--- config.mk ---
export PLATFORM = sky130hd
export DESIGN_NAME = dpr_arbiter
export DESIGN_NICKNAME = d
export VERILOG_FILES = /design/src/core/dpr_pkg.sv /design/src/core/dpr_dec_if.sv /design/src/core/dpr_decode.sv /design/src/core/dpr_arbiter.sv
export SDC_FILE = /design/constraint.sdc
export NUM_CORES = 1
export LEC_CHECK = 0
export BUFFER_PORTS_ARGS = -buffer_cell sky130_fd_sc_hd__buf_2
export CAP_MARGIN = 15
export CORE_ASPECT_RATIO = 0.5
export CORE_MARGIN = 2
export CORE_UTILIZATION = 45
export DETAILED_ROUTE_END_ITERATION = 7
export GPL_ROUTABILITY_DRIVEN = 0
export PLACE_DENSITY = 0.73
export SKIP_LAST_GASP = 1
export SYNTH_ARGS = -nofsm -noshare
export SYNTH_HDL_FRONTEND = slang
export SYNTH_SLANG_ARGS = --single-unit
--- constraint.sdc ---
create_clock -name mclk -period 3 [get_ports mclk]
set_input_delay 0 -clock mclk [delete_from_list [all_inputs] [get_ports mclk]]
set_output_delay 0 -clock mclk [all_outputs]
set_load 0.02 [all_outputs]
--- src/core/dpr_pkg.sv ---
/*
 * Constants and types shared by the dual-port RAM access controller.
 * Assumes one 100 MHz clock and a word-wide RAM with one cycle read latency.
 */
// Notes on behaviour
// - When both ports request together, the local CPU is granted first unless it took the previous slot.
// - The waiting system-bus master is served once the CPU access completes.
// - Runs of accesses from both ports alternate between the two sides.
// - CPU memory addresses 00000 to 07FFF hex select the on-board RAM.
// - The slave window base selects any 128K segment of the system space.
// - Base RAM slave window sizes are 8K, 16K, 24K or 32K bytes.
// - With RAM expansion fitted, window sizes are 16K, 32K, 48K or 64K.
// - RAM outside the slave window ignores system-bus masters entirely.
// - Slave decode accepts both 16-bit and 20-bit system addresses.
// - Slave answers only while the board does not own the system bus.
// - Only off-board memory or I/O accesses are routed to the system bus.
package dpr_pkg;

   // ----------------------------------------------------------------
   // Widths
   // ----------------------------------------------------------------
   localparam int unsigned ADDR_W = 20;
   localparam int unsigned DATA_W = 16;
   localparam int unsigned RAM_AW = 15;
   localparam int unsigned SEG_LSB = 17;
   localparam int unsigned SEG_W = 3;
   localparam int unsigned OFS_W = 18;

   // ----------------------------------------------------------------
   // Address map
   // ----------------------------------------------------------------
   localparam logic [19:0] LOCAL_RAM_BASE = 20'h00000;
   localparam logic [19:0] LOCAL_RAM_TOP = 20'h07fff;
   localparam logic [19:0] LOCAL_RAM_TOP_EXP = 20'h0ffff;
   localparam logic [19:0] LOCAL_IO_TOP = 20'h000ff;
   localparam logic [17:0] WIN_STEP_BASE = 18'h02000;
   localparam logic [17:0] WIN_STEP_EXP = 18'h04000;

   // ----------------------------------------------------------------
   // Timing
   // ----------------------------------------------------------------
   localparam int unsigned CLK_PERIOD_NS = 10;
   localparam int unsigned ACC_TIME_NS = 20;
   localparam int unsigned ACC_CYCLES =
      (ACC_TIME_NS + CLK_PERIOD_NS - 1) / CLK_PERIOD_NS;
   localparam logic [3:0] ACC_LAST = 4'(ACC_CYCLES - 1);

   // ----------------------------------------------------------------
   // States and reset values
   // ----------------------------------------------------------------
   typedef enum logic {DPR_SIDE_CPU, DPR_SIDE_SYS} dpr_side_t;
   typedef enum logic [1:0] {DPR_IDLE, DPR_CPU_ACC, DPR_SYS_ACC} dpr_state_t;
   localparam dpr_side_t LAST_RESET = DPR_SIDE_SYS;
   localparam logic [3:0] CNT_RESET = 4'h0;

endpackage

--- src/core/dpr_dec_if.sv ---
/*
 * Carrier between the arbiter and its address decoder.
 * Assumes both ends share the arbiter clock; the decoder is combinational.
 */
`timescale 1ns/100ps
interface dpr_dec_if;
   logic [19:0] cpu_addr;
   logic cpu_mem;
   logic ram_exp;
   logic [19:0] sys_addr;
   logic sys_addr20;
   logic [2:0] win_base;
   logic [1:0] win_size;
   logic cpu_hit_ram;
   logic cpu_hit_io;
   logic cpu_ext;
   logic sys_hit;
   logic [17:0] sys_offset;

   modport arb (
      output cpu_addr, cpu_mem, ram_exp, sys_addr, sys_addr20, win_base,
         win_size,
      input cpu_hit_ram, cpu_hit_io, cpu_ext, sys_hit, sys_offset
   );
   modport dec (
      input cpu_addr, cpu_mem, ram_exp, sys_addr, sys_addr20, win_base,
         win_size,
      output cpu_hit_ram, cpu_hit_io, cpu_ext, sys_hit, sys_offset
   );
endinterface

--- src/core/dpr_decode.sv ---
/*
 * Address decoder for both ports of the RAM controller.
 * Assumes inputs are already in the arbiter clock domain.
 */
`timescale 1ns/100ps
module dpr_decode (
   dpr_dec_if.dec d
);
   logic [19:0] ram_top;
   logic [19:0] sys_eff;
   logic [17:0] step;
   logic [17:0] win_len;

   always_comb begin
      // Expansion doubles the RAM seen by the CPU
      ram_top = d.ram_exp ? dpr_pkg::LOCAL_RAM_TOP_EXP
         : dpr_pkg::LOCAL_RAM_TOP;
      d.cpu_hit_ram = d.cpu_mem && (d.cpu_addr >= dpr_pkg::LOCAL_RAM_BASE)
         && (d.cpu_addr <= ram_top);
      d.cpu_hit_io = !d.cpu_mem && (d.cpu_addr <= dpr_pkg::LOCAL_IO_TOP);
      d.cpu_ext = !d.cpu_hit_ram && !d.cpu_hit_io;
      // Short addresses carry zero upper nibble
      sys_eff = d.sys_addr20 ? d.sys_addr
         : {4'h0, d.sys_addr[15:0]};
      step = d.ram_exp ? dpr_pkg::WIN_STEP_EXP
         : dpr_pkg::WIN_STEP_BASE;
      win_len = step * (18'({16'h0000, d.win_size}) + 18'h00001);
      d.sys_offset = {1'b0, sys_eff[16:0]};
      d.sys_hit = (sys_eff[19:17] == d.win_base)
         && (d.sys_offset < win_len);
   end
endmodule

--- src/core/dpr_arbiter.sv ---
/*
 * Dual-port RAM access controller: local CPU port and system-bus slave port
 * share one word-wide RAM with CPU priority and interleaving.
 * Assumes the CPU side runs on mclk and holds its request until acknowledged;
 * system-bus pins and straps are asynchronous and held stable around the
 * request strobe; the RAM returns read data one cycle after its select.
 */
`timescale 1ns/100ps
module dpr_arbiter (
   input wire logic mclk,
   input wire logic reset_n,
   input wire logic cpu_req,
   input wire logic cpu_mem,
   input wire logic cpu_we,
   input wire logic [19:0] cpu_addr,
   input wire logic [1:0] cpu_be,
   input wire logic [15:0] cpu_wdata,
   output logic cpu_ack,
   output logic [15:0] cpu_rdata,
   output logic cpu_ext_sel,
   output logic cpu_io_sel,
   input wire logic sys_req,
   input wire logic sys_we,
   input wire logic sys_addr20,
   input wire logic [19:0] sys_addr,
   input wire logic [1:0] sys_be,
   input wire logic [15:0] sys_wdata,
   output logic sys_ack,
   output logic [15:0] sys_rdata,
   input wire logic bus_owned,
   input wire logic [2:0] win_base,
   input wire logic [1:0] win_size,
   input wire logic ram_exp,
   output logic ram_cs,
   output logic ram_we,
   output logic [14:0] ram_addr,
   output logic [1:0] ram_be,
   output logic [15:0] ram_wdata,
   input wire logic [15:0] ram_rdata
);

   // ----------------------------------------------------------------
   // Synchronisers for pins
   // ----------------------------------------------------------------
   localparam int unsigned SW = 48;
   logic [SW-1:0] pin_raw;
   logic [SW-1:0] pin_meta;
   logic [SW-1:0] pin_sync;
   logic sys_req_s;
   logic sys_we_s;
   logic sys_addr20_s;
   logic [19:0] sys_addr_s;
   logic [1:0] sys_be_s;
   logic [15:0] sys_wdata_s;
   logic bus_owned_s;
   logic [2:0] win_base_s;
   logic [1:0] win_size_s;
   logic ram_exp_s;

   assign pin_raw = {sys_req, sys_we, sys_addr20, sys_addr, sys_be,
      sys_wdata, bus_owned, win_base, win_size, ram_exp};

   // Address and data lines settle before the strobe, so per-bit
   // synchronising is safe as long as masters keep that setup.
   always_ff @(posedge mclk) begin
      if (!reset_n) begin
         pin_meta <= '0;
      end else begin
         pin_meta <= pin_raw;
      end
   end

   // First stage feeds only this one; nothing else may read
   // a possibly metastable value
   always_ff @(posedge mclk) begin
      if (!reset_n) begin
         pin_sync <= '0;
      end else begin
         pin_sync <= pin_meta;
      end
   end

   assign {sys_req_s, sys_we_s, sys_addr20_s, sys_addr_s, sys_be_s,
      sys_wdata_s, bus_owned_s, win_base_s, win_size_s, ram_exp_s} = pin_sync;

   // ----------------------------------------------------------------
   // Decode
   // ----------------------------------------------------------------
   dpr_dec_if dec_bus ();

   assign dec_bus.cpu_addr = cpu_addr;
   assign dec_bus.cpu_mem = cpu_mem;
   assign dec_bus.ram_exp = ram_exp_s;
   assign dec_bus.sys_addr = sys_addr_s;
   assign dec_bus.sys_addr20 = sys_addr20_s;
   assign dec_bus.win_base = win_base_s;
   assign dec_bus.win_size = win_size_s;

   dpr_decode u_decode (
      .d(dec_bus.dec)
   );

   // ----------------------------------------------------------------
   // Request qualification
   // ----------------------------------------------------------------
   dpr_pkg::dpr_state_t state;
   dpr_pkg::dpr_side_t last;
   logic [3:0] cnt;
   logic cpu_pend;
   logic sys_pend;
   logic grant_cpu;
   logic grant_sys;
   logic acc_end;

   assign cpu_pend = cpu_req && dec_bus.cpu_hit_ram && !cpu_ack;
   assign sys_pend = sys_req_s && dec_bus.sys_hit
      && !bus_owned_s && !sys_ack;
   // CPU wins a tie unless it took the previous slot
   assign grant_cpu = (state == dpr_pkg::DPR_IDLE) && cpu_pend
      && (!sys_pend || last == dpr_pkg::DPR_SIDE_SYS);
   assign grant_sys = (state == dpr_pkg::DPR_IDLE) && sys_pend
      && !grant_cpu;
   assign acc_end = (state != dpr_pkg::DPR_IDLE) && (cnt == dpr_pkg::ACC_LAST);

   // ----------------------------------------------------------------
   // Arbitration state
   // ----------------------------------------------------------------
   always_ff @(posedge mclk) begin
      if (!reset_n) begin
         state <= dpr_pkg::DPR_IDLE;
      end else begin
         case (state)
            dpr_pkg::DPR_IDLE: begin
               if (grant_cpu) begin
                  state <= dpr_pkg::DPR_CPU_ACC;
               end else if (grant_sys) begin
                  state <= dpr_pkg::DPR_SYS_ACC;
               end
            end
            dpr_pkg::DPR_CPU_ACC, dpr_pkg::DPR_SYS_ACC: begin
               // No new grant until the running access ends
               if (acc_end) begin
                  state <= dpr_pkg::DPR_IDLE;
               end
            end
            default: begin
               state <= dpr_pkg::DPR_IDLE;
            end
         endcase
      end
   end

   always_ff @(posedge mclk) begin
      if (!reset_n) begin
         last <= dpr_pkg::LAST_RESET;
      end else if (grant_cpu) begin
         last <= dpr_pkg::DPR_SIDE_CPU;
      end else if (grant_sys) begin
         last <= dpr_pkg::DPR_SIDE_SYS;
      end
   end

   always_ff @(posedge mclk) begin
      if (!reset_n) begin
         cnt <= dpr_pkg::CNT_RESET;
      end else if (state == dpr_pkg::DPR_IDLE || acc_end) begin
         cnt <= dpr_pkg::CNT_RESET;
      end else begin
         cnt <= cnt + 4'h1;
      end
   end

   // ----------------------------------------------------------------
   // RAM strobe
   // ----------------------------------------------------------------
   // A running access blocks every grant, so the strobe is one cycle
   always_ff @(posedge mclk) begin
      if (!reset_n) begin
         ram_cs <= 1'b0;
      end else begin
         ram_cs <= grant_cpu || grant_sys;
      end
   end

   // Write enable drops with the strobe, so no write repeats
   always_ff @(posedge mclk) begin
      if (!reset_n) begin
         ram_we <= 1'b0;
      end else if (grant_cpu) begin
         ram_we <= cpu_we;
      end else if (grant_sys) begin
         ram_we <= sys_we_s;
      end else begin
         ram_we <= 1'b0;
      end
   end

   // Address, lanes and data hold after the strobe to save toggling;
   // they mean nothing while ram_cs is low
   always_ff @(posedge mclk) begin
      if (!reset_n) begin
         ram_addr <= '0;
      end else if (grant_cpu) begin
         ram_addr <= cpu_addr[15:1];
      end else if (grant_sys) begin
         ram_addr <= dec_bus.sys_offset[15:1];
      end
   end

   always_ff @(posedge mclk) begin
      if (!reset_n) begin
         ram_be <= 2'h0;
      end else if (grant_cpu) begin
         ram_be <= cpu_be;
      end else if (grant_sys) begin
         ram_be <= sys_be_s;
      end
   end

   // Write data comes from the granted side only
   always_ff @(posedge mclk) begin
      if (!reset_n) begin
         ram_wdata <= 16'h0000;
      end else if (grant_cpu) begin
         ram_wdata <= cpu_wdata;
      end else if (grant_sys) begin
         ram_wdata <= sys_wdata_s;
      end
   end

   // ----------------------------------------------------------------
   // CPU answer
   // ----------------------------------------------------------------
   always_ff @(posedge mclk) begin
      if (!reset_n) begin
         cpu_ack <= 1'b0;
      end else if (acc_end && state == dpr_pkg::DPR_CPU_ACC) begin
         cpu_ack <= 1'b1;
      end else if (!cpu_req) begin
         cpu_ack <= 1'b0;
      end
   end

   // Taken at every CPU access end; meaningful only for reads
   // and only while cpu_ack stands
   always_ff @(posedge mclk) begin
      if (!reset_n) begin
         cpu_rdata <= 16'h0000;
      end else if (acc_end && state == dpr_pkg::DPR_CPU_ACC) begin
         cpu_rdata <= ram_rdata;
      end
   end

   // Routing flags follow the live request every cycle
   always_ff @(posedge mclk) begin
      if (!reset_n) begin
         cpu_ext_sel <= 1'b0;
      end else begin
         cpu_ext_sel <= cpu_req && dec_bus.cpu_ext;
      end
   end

   // On-board I/O stays on the internal bus
   always_ff @(posedge mclk) begin
      if (!reset_n) begin
         cpu_io_sel <= 1'b0;
      end else begin
         cpu_io_sel <= cpu_req && dec_bus.cpu_hit_io;
      end
   end

   // ----------------------------------------------------------------
   // System-bus answer
   // ----------------------------------------------------------------
   // Acknowledge holds until the master drops its strobe, which is
   // what keeps one bus cycle from being served twice.
   always_ff @(posedge mclk) begin
      if (!reset_n) begin
         sys_ack <= 1'b0;
      end else if (acc_end && state == dpr_pkg::DPR_SYS_ACC) begin
         sys_ack <= 1'b1;
      end else if (!sys_req_s) begin
         sys_ack <= 1'b0;
      end
   end

   // Taken at every slave access end; meaningful only for reads
   // and only while sys_ack stands
   always_ff @(posedge mclk) begin
      if (!reset_n) begin
         sys_rdata <= 16'h0000;
      end else if (acc_end && state == dpr_pkg::DPR_SYS_ACC) begin
         sys_rdata <= ram_rdata;
      end
   end

endmodule

---- After elaboration in Yosys (flattened, before gate mapping) ----
Cells that the tools add are included.
word-level totals
  register bits after elaboration ......... 174
  latch bits .............................. 0
  RAM bits ................................ 0
  bits in read-only memories .............. 0
  input port bits ......................... 107
  output and inout port bits .............. 71
  memories kept ........................... 0
operators by class
  add/subtract/negate cells ............... 2
  multiply operators ...................... 1
  div/mod/pow operators ................... 0
  magnitude comparators ................... 4
  eq/ne operators ......................... 8
  shift operators ......................... 0
  multiplexer cells ....................... 21
  bitwise logic cells ..................... 1
  reduce and logical (&&, ||, !) cells .... 36
operators by type and width
  kind                   number
  $mux W16               3
  $mux W15               3
  $ge A20 B1 Y1 const B  1
  $le A20 B20 Y1         1
  $le A20 B8 Y1 const B  1
  $mux W20               1
  $logic_and A1 B1 Y1    19
  $lt A17 B18 Y1         1
  $mul A18 B18 Y18       1
  $mux W2                5
  $logic_not A1 Y1       8
  $mux W1                8
  $add A4 B1 Y4 const B  1
  $eq A4 B1 Y1 const B   1
  $ne A2 B1 Y1 const B   2
  $pmux W2 S2            1
  $reduce_bool A2 Y1     2
  $reduce_or A2 Y1       2
  $add A2 B1 Y3 const B  1
  $eq A3 B3 Y1           1
  $logic_or A1 B1 Y1     3
  $ne A3 B3 Y1 const B   1
  $eq A2 B1 Y1 const B   1
  $eq A2 B2 Y1 const B   1
  other kinds (4)        4

---- Logic depth before layout (Yosys ltp) ----
Gate-level depths: netlist of run 1.
  depth in word-level cells ............... 15
  mapped depth ............................ 13

---- Hierarchy ----
From an unflattened synthesis of run 1, not the netlist that was laid out.
unflattened totals
  cell total of the unflattened synthesis .. 578
  area, all modules ....................... 6,302.3 um2
by module, submodules not included
  module       instances  cells an instance  area each (um2)  seq. area each (um2)
  dpr_arbiter  1          515                5,835.6          3,483.3
  dpr_decode   1          63                 466.7            0.0

---- Worst setup path before layout of run 1 ----
No wires, ideal clock.
  path type ............................... reg2reg
  start point ............................. register pin_sync[1]
  end point ............................... register ram_addr[9]
  library setup time ...................... 0.138 ns
  data arrival time ....................... 2.713 ns
  data required time ...................... 2.862 ns
  path slack .............................. 0.149 ns
  stages on the path, launching flop included .. 13
  buffers on the path ..................... 2
  clock period less this slack ............ 2.851 ns
  path through ............................ dfxtp_1 -> ha_1 -> mux2_2 -> ha_1 -> inv_1 -> ha_1 -> a21oi_1 -> a21oi_1 -> a2111oi_4 -> or2_1 -> buf_6 -> buf_8 -> a311oi_2
on the way
  longest elaborated chain between the ends .. 13
ends and longest elaborated chain
  element                             line                RTL
  start: declaration                  dpr_arbiter.sv:48   logic [SW-1:0] pin_sync;
  start signal: assignment            dpr_arbiter.sv:79   pin_sync <= pin_meta;
  $add A2 B1 Y3 *                     dpr_decode.sv:27    win_len = step * (18'({16'h0000, d.win_size}) + 18'h00001);
  $mul A18 B18 Y18 *                  dpr_decode.sv:27
  $lt A17 B18 Y1 *                    dpr_decode.sv:30    && (d.sys_offset < win_len);
  $logic_and A1 B1 Y1 *               dpr_decode.sv:30
  $logic_and A1 B1 Y1 *               dpr_arbiter.sv:116  assign sys_pend = sys_req_s && dec_bus.sys_hit
  $logic_and A1 B1 Y1 * (2 in a row)  dpr_arbiter.sv:117  && !bus_owned_s && !sys_ack;
  $logic_not A1 Y1                    dpr_arbiter.sv:120  && (!sys_pend || last == dpr_pkg::DPR_SIDE_SYS);
  $logic_or A1 B1 Y1                  dpr_arbiter.sv:120
  $logic_and A1 B1 Y1                 dpr_arbiter.sv:120
  $logic_not A1 Y1                    dpr_arbiter.sv:122  && !grant_cpu;
  $logic_and A1 B1 Y1                 dpr_arbiter.sv:122
  $reduce_bool A2 Y1 (no line)        n/a
  end signal: assignment              dpr_arbiter.sv:204  ram_addr <= cpu_addr[15:1];
  end signal: assignment              dpr_arbiter.sv:206  ram_addr <= dec_bus.sys_offset[15:1];
  end: declaration                    dpr_arbiter.sv:36   output logic [14:0] ram_addr,
Every way passes the cells marked *; elsewhere a longest branch is shown, timed or not.
A chain may end at the register's enable or synchronous reset.

---- Worst setup path after layout of run 1 ----
  start point ............................. register pin_sync[0]
  end point ............................... register ram_addr[14]
on the way
  longest elaborated chain between the ends .. 13
ends and longest elaborated chain
  element                           line                RTL
  $mux W15                          dpr_decode.sv:25    step = d.ram_exp ? dpr_pkg::WIN_STEP_EXP
  $mul A18 B18 Y18                  dpr_decode.sv:27
  $lt A17 B18 Y1                    dpr_decode.sv:30
  $logic_and A1 B1 Y1               dpr_decode.sv:30
  $logic_and A1 B1 Y1               dpr_arbiter.sv:116
  $logic_and A1 B1 Y1 (2 in a row)  dpr_arbiter.sv:117
  $logic_not A1 Y1                  dpr_arbiter.sv:120
  $logic_or A1 B1 Y1                dpr_arbiter.sv:120
  $logic_and A1 B1 Y1               dpr_arbiter.sv:120
  $logic_not A1 Y1                  dpr_arbiter.sv:122
  $logic_and A1 B1 Y1               dpr_arbiter.sv:122
  $reduce_bool A2 Y1 (no line)      n/a
Several ways; a longest one is shown, not always the timed one.

==> results of run 1 <==
[worst reg2reg max path: stages, from the launching register on]
cell	delay [ns]
dfxtp_1	0.41
inv_1	0.11
ha_1	0.28
nand4_1	0.10
o41ai_1	0.57
nand4_1	0.41
or2_4	0.39
buf_12	0.17
a311oi_1	0.31
[sequential cells by signal (all words and copies together) (netlist names)]
signal       flops
cpu_io_sel       1
cpu_rdata       16
cpu_ack          1
ram_be           2
ram_wdata       16
ram_we           1
ram_addr        15
sys_rdata       16
state            2
cnt              4
sys_ack          1
pin_sync        47
pin_meta        47
ram_cs           1
last             1
cpu_ext_sel      1
[synthesized netlist by cell type, types with 4 or more instances]
master / instances
dfxtp_1: 172
and2_1: 98
nand2_1: 77
clkbuf_1: 41
a21oi_1: 40
nand3_1: 37
o21ai_0: 36
nor3_1: 34
a311oi_1: 22
ha_1: 13
a311oi_2: 11
nor2_1: 9
inv_1: 7
nand4_1: 6
buf_6: 5
o211ai_1: 4
[stage by stage]
step / setup slack (ns) / power [W] / area [µm²] / utilization, %
final: 0.128 / 0.00490 / 8730 / 64.6
after global routing: 0.0157 / 0.00507 / 8730 / 64.6
after CTS: 0.0243 / 0.00492 / 8720 / 64.5
after floorplan: 0.149 / 0.00256 / 6220 / -
after detailed placement: 0.0602 / 0.00269 / 7210 / 53.4
after global placement: 0.134 / 0.00268 / 7210 / 53.4
[kinds of logic after synthesis]
family          count (synthesis)
simple gates                  273
flops                         172
compound gates                123
buf+inv                        58
fa+ha+maj                      13
xor+xnor                        3
other cells                     1
mux                             1
[how the worst min path moves through the flow]
stage / depth (start not counted) / end / from / slack [ns]
6_report: 3 / ram_addr[10]$_SDFFE_PN0P_ / cpu_addr[11] / 0.01
5_1_grt: 3 / ram_addr[2]$_SDFFE_PN0P_ / cpu_addr[3] / 0.04
4_1_cts: 3 / ram_addr[10]$_SDFFE_PN0P_ / cpu_addr[11] / 0.005
3_5_place_dp: 2 / pin_meta[45]$_SDFF_PN0_ / sys_addr20 / 0.21
3_3_place_gp: 2 / pin_meta[29]$_SDFF_PN0_ / sys_addr[4] / 0.21
2_1_floorplan: 1 / cpu_ext_sel$_SDFF_PN0_ / cpu_mem / 0.1
[power groups by stage]
stage	logic (W)	clock network, W	registers (W)
3_5_place_dp	0.000262	0	0.00243
4_1_cts	0.000355	0.00219	0.00237
5_1_grt	0.000395	0.00230	0.00238
3_3_place_gp	0.000257	0	0.00242
6_report	0.000364	0.00217	0.00237
2_1_floorplan	0.000130	0	0.00243
[routing by layer]
metal / up-vias / wire, µm / global-route usage [%]
li1: 2720 / - / -
met1: 2664 / 7180 / 27.2
met5: - / 0 / 0
met2: 224 / 8320 / 40.4
met4: 0 / 311 / 8.31
met3: 39 / 968 / 4.73
[what timing repair did]
item                                   CTS  global route
hold buffers                            92             0
setup endpoints to repair                0            34
gates resized for setup                  0             3
endpoints found under the hold margin  107             0
[cell type report]
type | count | area (µm²)
clock buffer | 18 | 439
clock inverter | 14 | 146
fill | 1079 | 4780
inverter | 9 | 33.8
multi-input combinational | 414 | 2500
sequential | 172 | 3440
tap | 176 | 220
timing repair buffer | 283 | 1940
==> results.md, run 1 <==
* Status: finished, final reports clean
* Final Hold Viols at 0
* Syn-to-layout area delta at 40.2%
* Die H at between 80 and 90 µm
* DRC viols at 0
* Inserted Diodes at 0
* Reg2reg setup slack at 0.13 ns
* Crit path launch type: flop
* Bufs and invs on worst path at 2
* Asr flop ratio synth at 0%
* Slew margin rel. at roughly 43%
* Switch share at 23.7%
* Routed wire length at between 15000 and 20000 µm
* Mapped Nets at 764
* Core area at 13500 µm²
* Mean Syn Cell Area at 9.66 µm²
* Area share of the largest cell type after synthesis at 55.3%
* Post-synth EDFFs at 0
* Largest stage delay, worst path at 0.57 ns
* Post-CTS setup buffer count at 0
* Global-route wire length before repair at 26200 µm
* Slowest stage cell, crit path: o41ai_1
* Crit path max-delay family: simple AND/OR/NAND/NOR gates
* Crit path depth at 8
* Final setup violation count at 0
* Most frequent cells in the layout: buf_2 (176), dfxtp_1 (172), and2_1 (98)
* Simple-gate share of the synthesized area at 22.7%
* Sink Count at 172
* Vias per cell at roughly 5.2
* # rows at 30
* LEAKAGE at 3.66 nW
* Final slew viol count at 0
* Synth warn at 0
* Die Area at 14800 µm²
* Hpwl dp at 10100 µm
* Grt total ovfl at 0
* Final net count at around 1000
* Flop pwr share at between 40% and 50%
* Gate power share at 7.4%
* FMAX at 348 MHz
* Register area share after synthesis at 55.3%
* PwrDens at 562 nW/µm²
* # IOs at 178
* Largest family of logic cells by synthesized area: simple AND/OR/NAND/NOR gates
* Antenna violations before repair at 0
* Port Buffers at 176
* Adder-Cell Fraction of Synth Area at 2.61%
* Part of the cycle the worst path needs at 95.7%
* Synthesized area at 6220 µm²
* Clock edge transition at the registers on the reported setup and hold paths at 0.06 ns
* Worst vdd ir at 0.346 mV
* Mux share of post-synthesis cell area at 0.181%
* Period minus WS final at 2.87 ns
* Worst Reg-to-Reg Cells at 8
* H-tree levels at 4
* Cell mode on critical path: nand4_1
* Root Driver: clkbuf_16
* Measured slew at the worst slew-check pin at 0.862 ns
* Initial DRC Count at ~340
* CP required at 3.30 ns
* Post-route ant nets at 0
* Area share of xor/xnor cells in the synthesized design at 0.422%
* Max-cap viol count at 0
* Fin Hold WS at 0.0107 ns
* Worst setup endpoint: ram_addr[14]$_SDFFE_PN0P_
* Crit Path Max Fanout at 27
* First-pass iteration count of the detailed router at 6
* RSZ-0062 raised after global routing: no
* Layout cells sized above 1 at between 20% and 30%
* Routed vias at 5647
* P_int at 0.00374 W
* Hold crit path type: in -> reg
* CTS tree: built
* CTS Buf Count at 17
* Top FF cell, synth: dfxtp_1
* Dpl cells at 962
* Vias in the first global route at between 5000 and 6000
* Net switching power at 0.00116 W
* Wire per inst at 15.5 µm
* Synth top area cells: dfxtp_1 (55%), and2_1 (9.9%), nand2_1 (4.6%), a21oi_1 (3.2%), a311oi_1 (3.1%)
* Yosys cell types at 41
* Clk pwr share at 44.2%
* Initial core utilization at 46.1%
* Compound-cell area share of the yosys netlist at 14.2%
* Total track usage at 22.6%
* TNS Setup at 0 ns
* Reg2reg end: ram_addr[14]$_SDFFE_PN0P_
* Cells after Synth at 644
* Clock Latency Late Sink at 0.42 ns
* Commonest non-fill, non-tap cell in the layout: buf_2
* Post-route insts no fill at 1086
* Flops & latches, synth at 172
* Start point of the critical path: pin_sync[0]$_SDFF_PN0_
* Reg2reg start: pin_sync[0]$_SDFF_PN0_
* Worst Skew at 0.0111 ns
* CP Cell Sequence: inv_1 -> ha_1 -> nand4_1 -> o41ai_1 -> nand4_1 -> or2_4 -> buf_12 -> a311oi_1
* Worst EP arrival at 3.17 ns
* CTS Buffer Depth at 2
* Die Wd at 170 µm
* Largest net degree at the start of global routing at 100
* Critical Path End Type: flop
* WS Path Type: reg -> reg
* Leading area contributor after synthesis: dfxtp_1
No activity file was read; power rests on OpenSTA's default activity.
==> run 2: changes to the inputs <==
--- a/config.mk
+++ b/config.mk
@@ -12,7 +12,7 @@
 export CORE_UTILIZATION = 45
 export DETAILED_ROUTE_END_ITERATION = 7
 export GPL_ROUTABILITY_DRIVEN = 0
-export PLACE_DENSITY = 0.73
+export PLACE_DENSITY = 0.79
 export SKIP_LAST_GASP = 1
 export SYNTH_ARGS = -nofsm -noshare
 export SYNTH_HDL_FRONTEND = slang
==> results.md, run 2 (synthesis results as in run 1) <==
* Filler instances at 972
* Part of the cycle the worst path needs at 100%
* Global-route wire length before repair at 26500 µm
* Syn-to-layout area delta at 41.4%
* Die Area at between 10000 and 15000 µm²
* FMAX at 333 MHz
* P_int at 0.00375 W
* Core area at 13500 µm²
* Routed vias at 5734
* # rows at 30
* TNS Setup at -0.00413 ns
* Flop pwr share at about half
* Slew margin rel. at between 50% and 60%
* Clock edge transition at the registers on the reported setup and hold paths at 0.06 ns
* Final slew viol count at 0
* Worst EP arrival at 3.28 ns
* Most frequent cells in the layout: buf_2 (178), dfxtp_1 (170), and2_1 (98)
* Die Wd at 170 µm
* Hold crit path type: in -> reg
* Clk pwr share at 43.9%
* Biggest regs: pin_meta (47), pin_sync (47)
* LEAKAGE at 3.69 nW
* Antenna violations before repair at 0
* Sink Count at 172
* CP required at approximately 3.3 ns
* Hpwl dp at between 10000 and 15000 µm
* Hold path startpoint: cpu_wdata[3]
* Failing checks: hold timing, setup timing
* Initial core utilization at 46.1%
* Total track usage at 22.8%
* Net switching power at 0.00114 W
* Largest net degree at the start of global routing at 100
* Wire per inst at 16.3 µm
* Switch share at 23.3%
* Final WS setup at -0.00413 ns
* First-pass iteration count of the detailed router at 5
* Crit Path Max Fanout at 7
* Initial DRC Count at 426
* Final Util at 65.1%
* Fin Hold WS at -0.00865 ns
* Gate power share at 7.6%
* Worst Skew at roughly 0.013 ns
* Final Hold Viols at 1
* Final setup violation count at 1
* WS Path Type: reg -> reg
* Period minus WS final at roughly 3 ns
* CTS tree: built
* Max-cap viol count at 0
* Die H at around 87 µm
* CTS Buf Count at 17
* Clock Latency Late Sink at 0.42 ns
* # IOs at between 150 and 200
* Critical Path End Type: flop
* Port Buffers at approximately 180
* Total power at just under 0.005 W
* Vias per cell at around 5.3
* Crit path launch type: flop
* Grt total ovfl at 0
* Root Driver: clkbuf_16
* Worst vdd ir at 0.376 mV
* Start point of the critical path: pin_sync[1]$_SDFF_PN0_
* Reg2reg start: pin_sync[1]$_SDFF_PN0_
* Post-route ant nets at 0
* H-tree levels at 4
* Routed wire length at ~18000 µm
* Measured slew at the worst slew-check pin at about 0.74 ns
* Vias in the first global route at 5530
* Layout cells sized above 1 at 28.0%
* PwrDens at 556 nW/µm²
* Status: complete, but fails checks
* DRC viols at 0
* Commonest non-fill, non-tap cell in the layout: buf_2
* CTS Buffer Depth at 2
* Final net count at approximately 1000
## run 2: cell types whose count changed in the layout (fill, tap and decap cells not counted), sizes merged
cell / before / now
clkbuf: 18 / 21
inv: 17 / 13
buf: 191 / 195
clkinvlp: 3 / 1
diode: 0 / 1
clkinv: 2 / 7
dlygate4sd3: 92 / 88
## run 2: cell type report
type / count / area (µm²) / area share, %
clock buffer: 19 / 453 / 5.15
inverter: 9 / 33.8 / 0.384
timing repair buffer: 285 / 1980 / 22.5
antenna: 1 / 2.50 / 0.0284
multi-input combinational: 414 / 2530 / 28.8
clock inverter: 13 / 133 / 1.51
sequential: 172 / 3450 / 39.2
tap: 176 / 220 / 2.50
## run 2: worst max-delay path, stage by stage, from the launching register on
cell and delay (ns):
dfxtp_2 0.36, ha_4 0.20, mux2_2 0.27, ha_1 0.30
inv_1 0.10, ha_4 0.21, o211ai_1 0.13, a21oi_2 0.16
a2111oi_4 0.52, or2_4 0.31, buf_4 0.19, a311oi_2 0.10
## run 2: repair_timing
action                                  CTS  global route
setup buffers                             0             1
hold buffers                             88             0
endpoints found under the setup margin    0            36
gates resized for setup                   0            12
hold endpoints to repair                103             0
## run 2: final timing paths
check	endpoint	slack, ns	cells past startpoint
min reg2reg	pin_sync[43]$_SDFF_PN0_	0.43	1
min	ram_wdata[3]$_SDFFE_PN0P_	-0.009	3
max	ram_addr[13]$_SDFFE_PN0P_	-0.004	11
max reg2reg	ram_addr[13]$_SDFFE_PN0P_	-0.004	11
## run 2: routing by layer
metal  wire length (µm)  global-route usage [%]  part of all wire, %  up-vias
met2               8530                    39.9                   48      267
li1                   -                       -                    -     2725
met1               7190                    26.9                   41     2664
met4                785                    10.3                  4.4        0
met3               1210                    5.68                  6.8       78
met5                  0                       0                    0        -
## run 2: metrics by stage
stage,cell area (µm²),instances,setup WS (ns)
2_1_floorplan,6220,644,0.149
3_3_place_gp,7210,963,0.152
3_5_place_dp,7210,963,0.0658
4_1_cts,8670,1083,0.0579
5_1_grt,8800,1088,-0.122
6_report,8800,1089,-0.00413
## run 2: power groups by stage
stage	combinational [W]	clock [W]	sequential, W
finish	0.000371	0.00215	0.00238
global route	0.000400	0.00228	0.00238
CTS	0.000350	0.00217	0.00237
detailed placement	0.000262	0	0.00243
global placement	0.000256	0	0.00242
floorplan	0.000130	0	0.00243
==> run 3: changes to the inputs <==
--- a/config.mk
+++ b/config.mk
@@ -8,11 +8,13 @@
 export BUFFER_PORTS_ARGS = -buffer_cell sky130_fd_sc_hd__buf_2
 export CAP_MARGIN = 15
 export CORE_ASPECT_RATIO = 0.5
-export CORE_MARGIN = 2
+export CORE_MARGIN = 3
 export CORE_UTILIZATION = 45
+export CTS_BUF_LIST = sky130_fd_sc_hd__clkbuf_16
 export DETAILED_ROUTE_END_ITERATION = 7
 export GPL_ROUTABILITY_DRIVEN = 0
 export PLACE_DENSITY = 0.79
+export REMOVE_ABC_BUFFERS = 1
 export SKIP_LAST_GASP = 1
 export SYNTH_ARGS = -nofsm -noshare
 export SYNTH_HDL_FRONTEND = slang
==> results.md, run 3 (synthesis results as in run 1) <==
* Design area at 8960 µm²
* CTS Buffer Depth at 2
* Most frequent cells in the layout: buf_2 (176), dfxtp_1 (172), and2_1 (98)
* TNS Setup at 0 ns
* Initial core utilization at 47.5%
* Routed wire length at 18800 µm
* First-pass iteration count of the detailed router at 5
* PwrDens at 553 nW/µm²
* Slew margin rel. at 45.9%
* Die Wd at 172 µm
* WS Path Type: reg -> reg
* Slowest stage cell, crit path: dfxtp_1
* Inserted Diodes at 0
* Worst hold path depth at 3
* Period minus WS final at approximately 3.0 ns
* # IOs at roughly 180
* Commonest non-fill, non-tap cell in the layout: buf_2
* Bufs and invs on worst path at 4
* Hpwl dp at 9870 µm
* Net switching power at 0.00121 W
* Reg2reg start: pin_sync[1]$_SDFF_PN0_
* Sink Count at ~170
* Placed cell areas at 7230 µm²
* RSZ-0062 raised after global routing: yes
* LEAKAGE at 3.75 nW
* Final setup violation count at 0
* Worst vdd ir at about 0.34 mV
* Flop pwr share at 47.9%
* Gate power share at approximately 7.9%
* # rows at 29
* Biggest regs: pin_meta (47), pin_sync (47)
* Core area at roughly 13000 µm²
* Wire per inst at 17.0 µm
* Status: finished, final reports clean
* DRC viols at 0
* Syn-to-layout area delta at 44.0%
* Antenna violations before repair at 0
* CP required at 3.32 ns
* Initial DRC Count at 507
* Switch share at 24.3%
* Port Buffers at approximately 180
* Clk pwr share at 44.2%
* Final slew viol count at 0
* Die Area at 15400 µm²
* Total track usage at roughly 22%
* Largest stage delay, worst path at around 0.32 ns
* Hold path startpoint: cpu_addr[10]
* Post-route ant nets at 0
* Total power at about 0.0050 W
* Crit path launch type: flop
* Final Util at 68.4%
* Grt total ovfl at 0
* Part of the cycle the worst path needs at a little under 100%
* Worst hold endpoint: ram_addr[9]$_SDFFE_PN0P_
* Root Driver: clkbuf_16
* Largest net degree at the start of global routing at 100
* Global-route wire length before repair at 27200 µm
* FMAX at 338 MHz
* CTS Buf Count at 17
* Crit path max-delay family: adder cells
* Final Hold Viols at 0
* Reg2reg setup slack at 0.04 ns
* P_int at around 0.0038 W
* Reg2reg end: ram_addr[13]$_SDFFE_PN0P_
* Worst Skew at about 0.011 ns
* CP Cell Sequence: ha_1 -> mux2_2 -> ha_1 -> inv_2 -> ha_4 -> o211ai_1 -> a21oi_4 -> buf_4 -> a211oi_4 -> buf_6 -> clkbuf_16 -> nand3_1 -> a311oi_2
* Layout cells sized above 1 at 28.1%
* Cell mode on critical path: ha_1
* Die H at between 80 and 90 µm
* Critical Path End Type: flop
* Routed vias at approximately 6000
* H-tree levels at 4
* CTS tree: built
* Vias in the first global route at 5800
* Vias per cell at 5.35
* Measured slew at the worst slew-check pin at 0.810 ns
* Worst EP arrival at 3.28 ns
* Hold crit path type: in -> reg
* Clock Latency Late Sink at 0.42 ns
* Crit Path Max Fanout at 18
* Final net count at between 1000 and 1500
* Worst Reg-to-Reg Cells at 13
* Clock edge transition at the registers on the reported setup and hold paths at 0.07 ns
* Max-cap viol count at 0
run 3: changes by cell type in the layout (fill, tap and decap cells not counted), sizes merged:
cell / change
inv: +6
dlygate4sd3: +5
clkinv: -4
diode: -1
buf: -1
run 3: routing by layer:
layer | global-route usage [%] | part of all wire, %
met2 | 39.6 | 48
met3 | 5.08 | 7.5
met5 | 0 | 0
met4 | 12.3 | 4.6
met1 | 25.8 | 39
run 3: layout make-up:
type	count	area (µm²)
clock buffers	17	425
well taps	186	233
multi-input cells	414	2550
inverters	9	33.8
clock inverters	15	170
flip-flops and latches	172	3440
repair buffers	291	2100
fillers	937	4140
run 3: worst max-delay path by stage:
stage,from,to,slack [ns],depth (start not counted)
2_1_floorplan,pin_sync[1]$_SDFF_PN0_,ram_addr[0]$_SDFFE_PN0P_,-0.99,10
3_3_place_gp,pin_sync[1]$_SDFF_PN0_,ram_addr[6]$_SDFFE_PN0P_,0.16,11
3_5_place_dp,pin_sync[1]$_SDFF_PN0_,ram_wdata[5]$_SDFFE_PN0P_,0.05,11
4_1_cts,pin_sync[1]$_SDFF_PN0_,ram_we$_SDFF_PN0_,0.07,11
5_1_grt,pin_sync[1]$_SDFF_PN0_,ram_addr[10]$_SDFFE_PN0P_,-0.11,13
6_report,pin_sync[1]$_SDFF_PN0_,ram_addr[13]$_SDFFE_PN0P_,0.04,13
run 3: through the flow:
step	std cells	hold WS, ns	setup WS [ns]
4_1_cts	1095	0.0108	0.0694
3_5_place_dp	970	0.208	0.0510
2_1_floorplan	595	0.0889	-0.994
5_1_grt	1104	0.0312	-0.111
6_report	1104	0.0321	0.0382
3_3_place_gp	970	0.205	0.156
run 3: repair_timing:
action	4_1_cts	5_1_grt
endpoints found under the hold margin	108	0
pin swaps	1	24
hold buffers	93	0
buffers inserted	0	5
endpoints found under the setup margin	1	37
cloned	0	5
resized for setup	0	11
run 3: power groups by stage:
stage	sequential (W)	clock [W]	combinational (W)
after floorplan	0.00243	0	0.000109
final	0.00237	0.00219	0.000391
after global routing	0.00238	0.00233	0.000422
after CTS	0.00237	0.00222	0.000357
after detailed placement	0.00242	0	0.000263
after global placement	0.00242	0	0.000257
run 3: worst reg2reg max path, cell delays in order, from the launching register on:
cell,delay [ns]
dfxtp_1,0.32
ha_1,0.28
mux2_2,0.28
ha_1,0.30
inv_2,0.08
ha_4,0.20
o211ai_1,0.16
a21oi_4,0.12
buf_4,0.15
a211oi_4,0.21
buf_6,0.18
clkbuf_16,0.20
nand3_1,0.12
a311oi_2,0.27
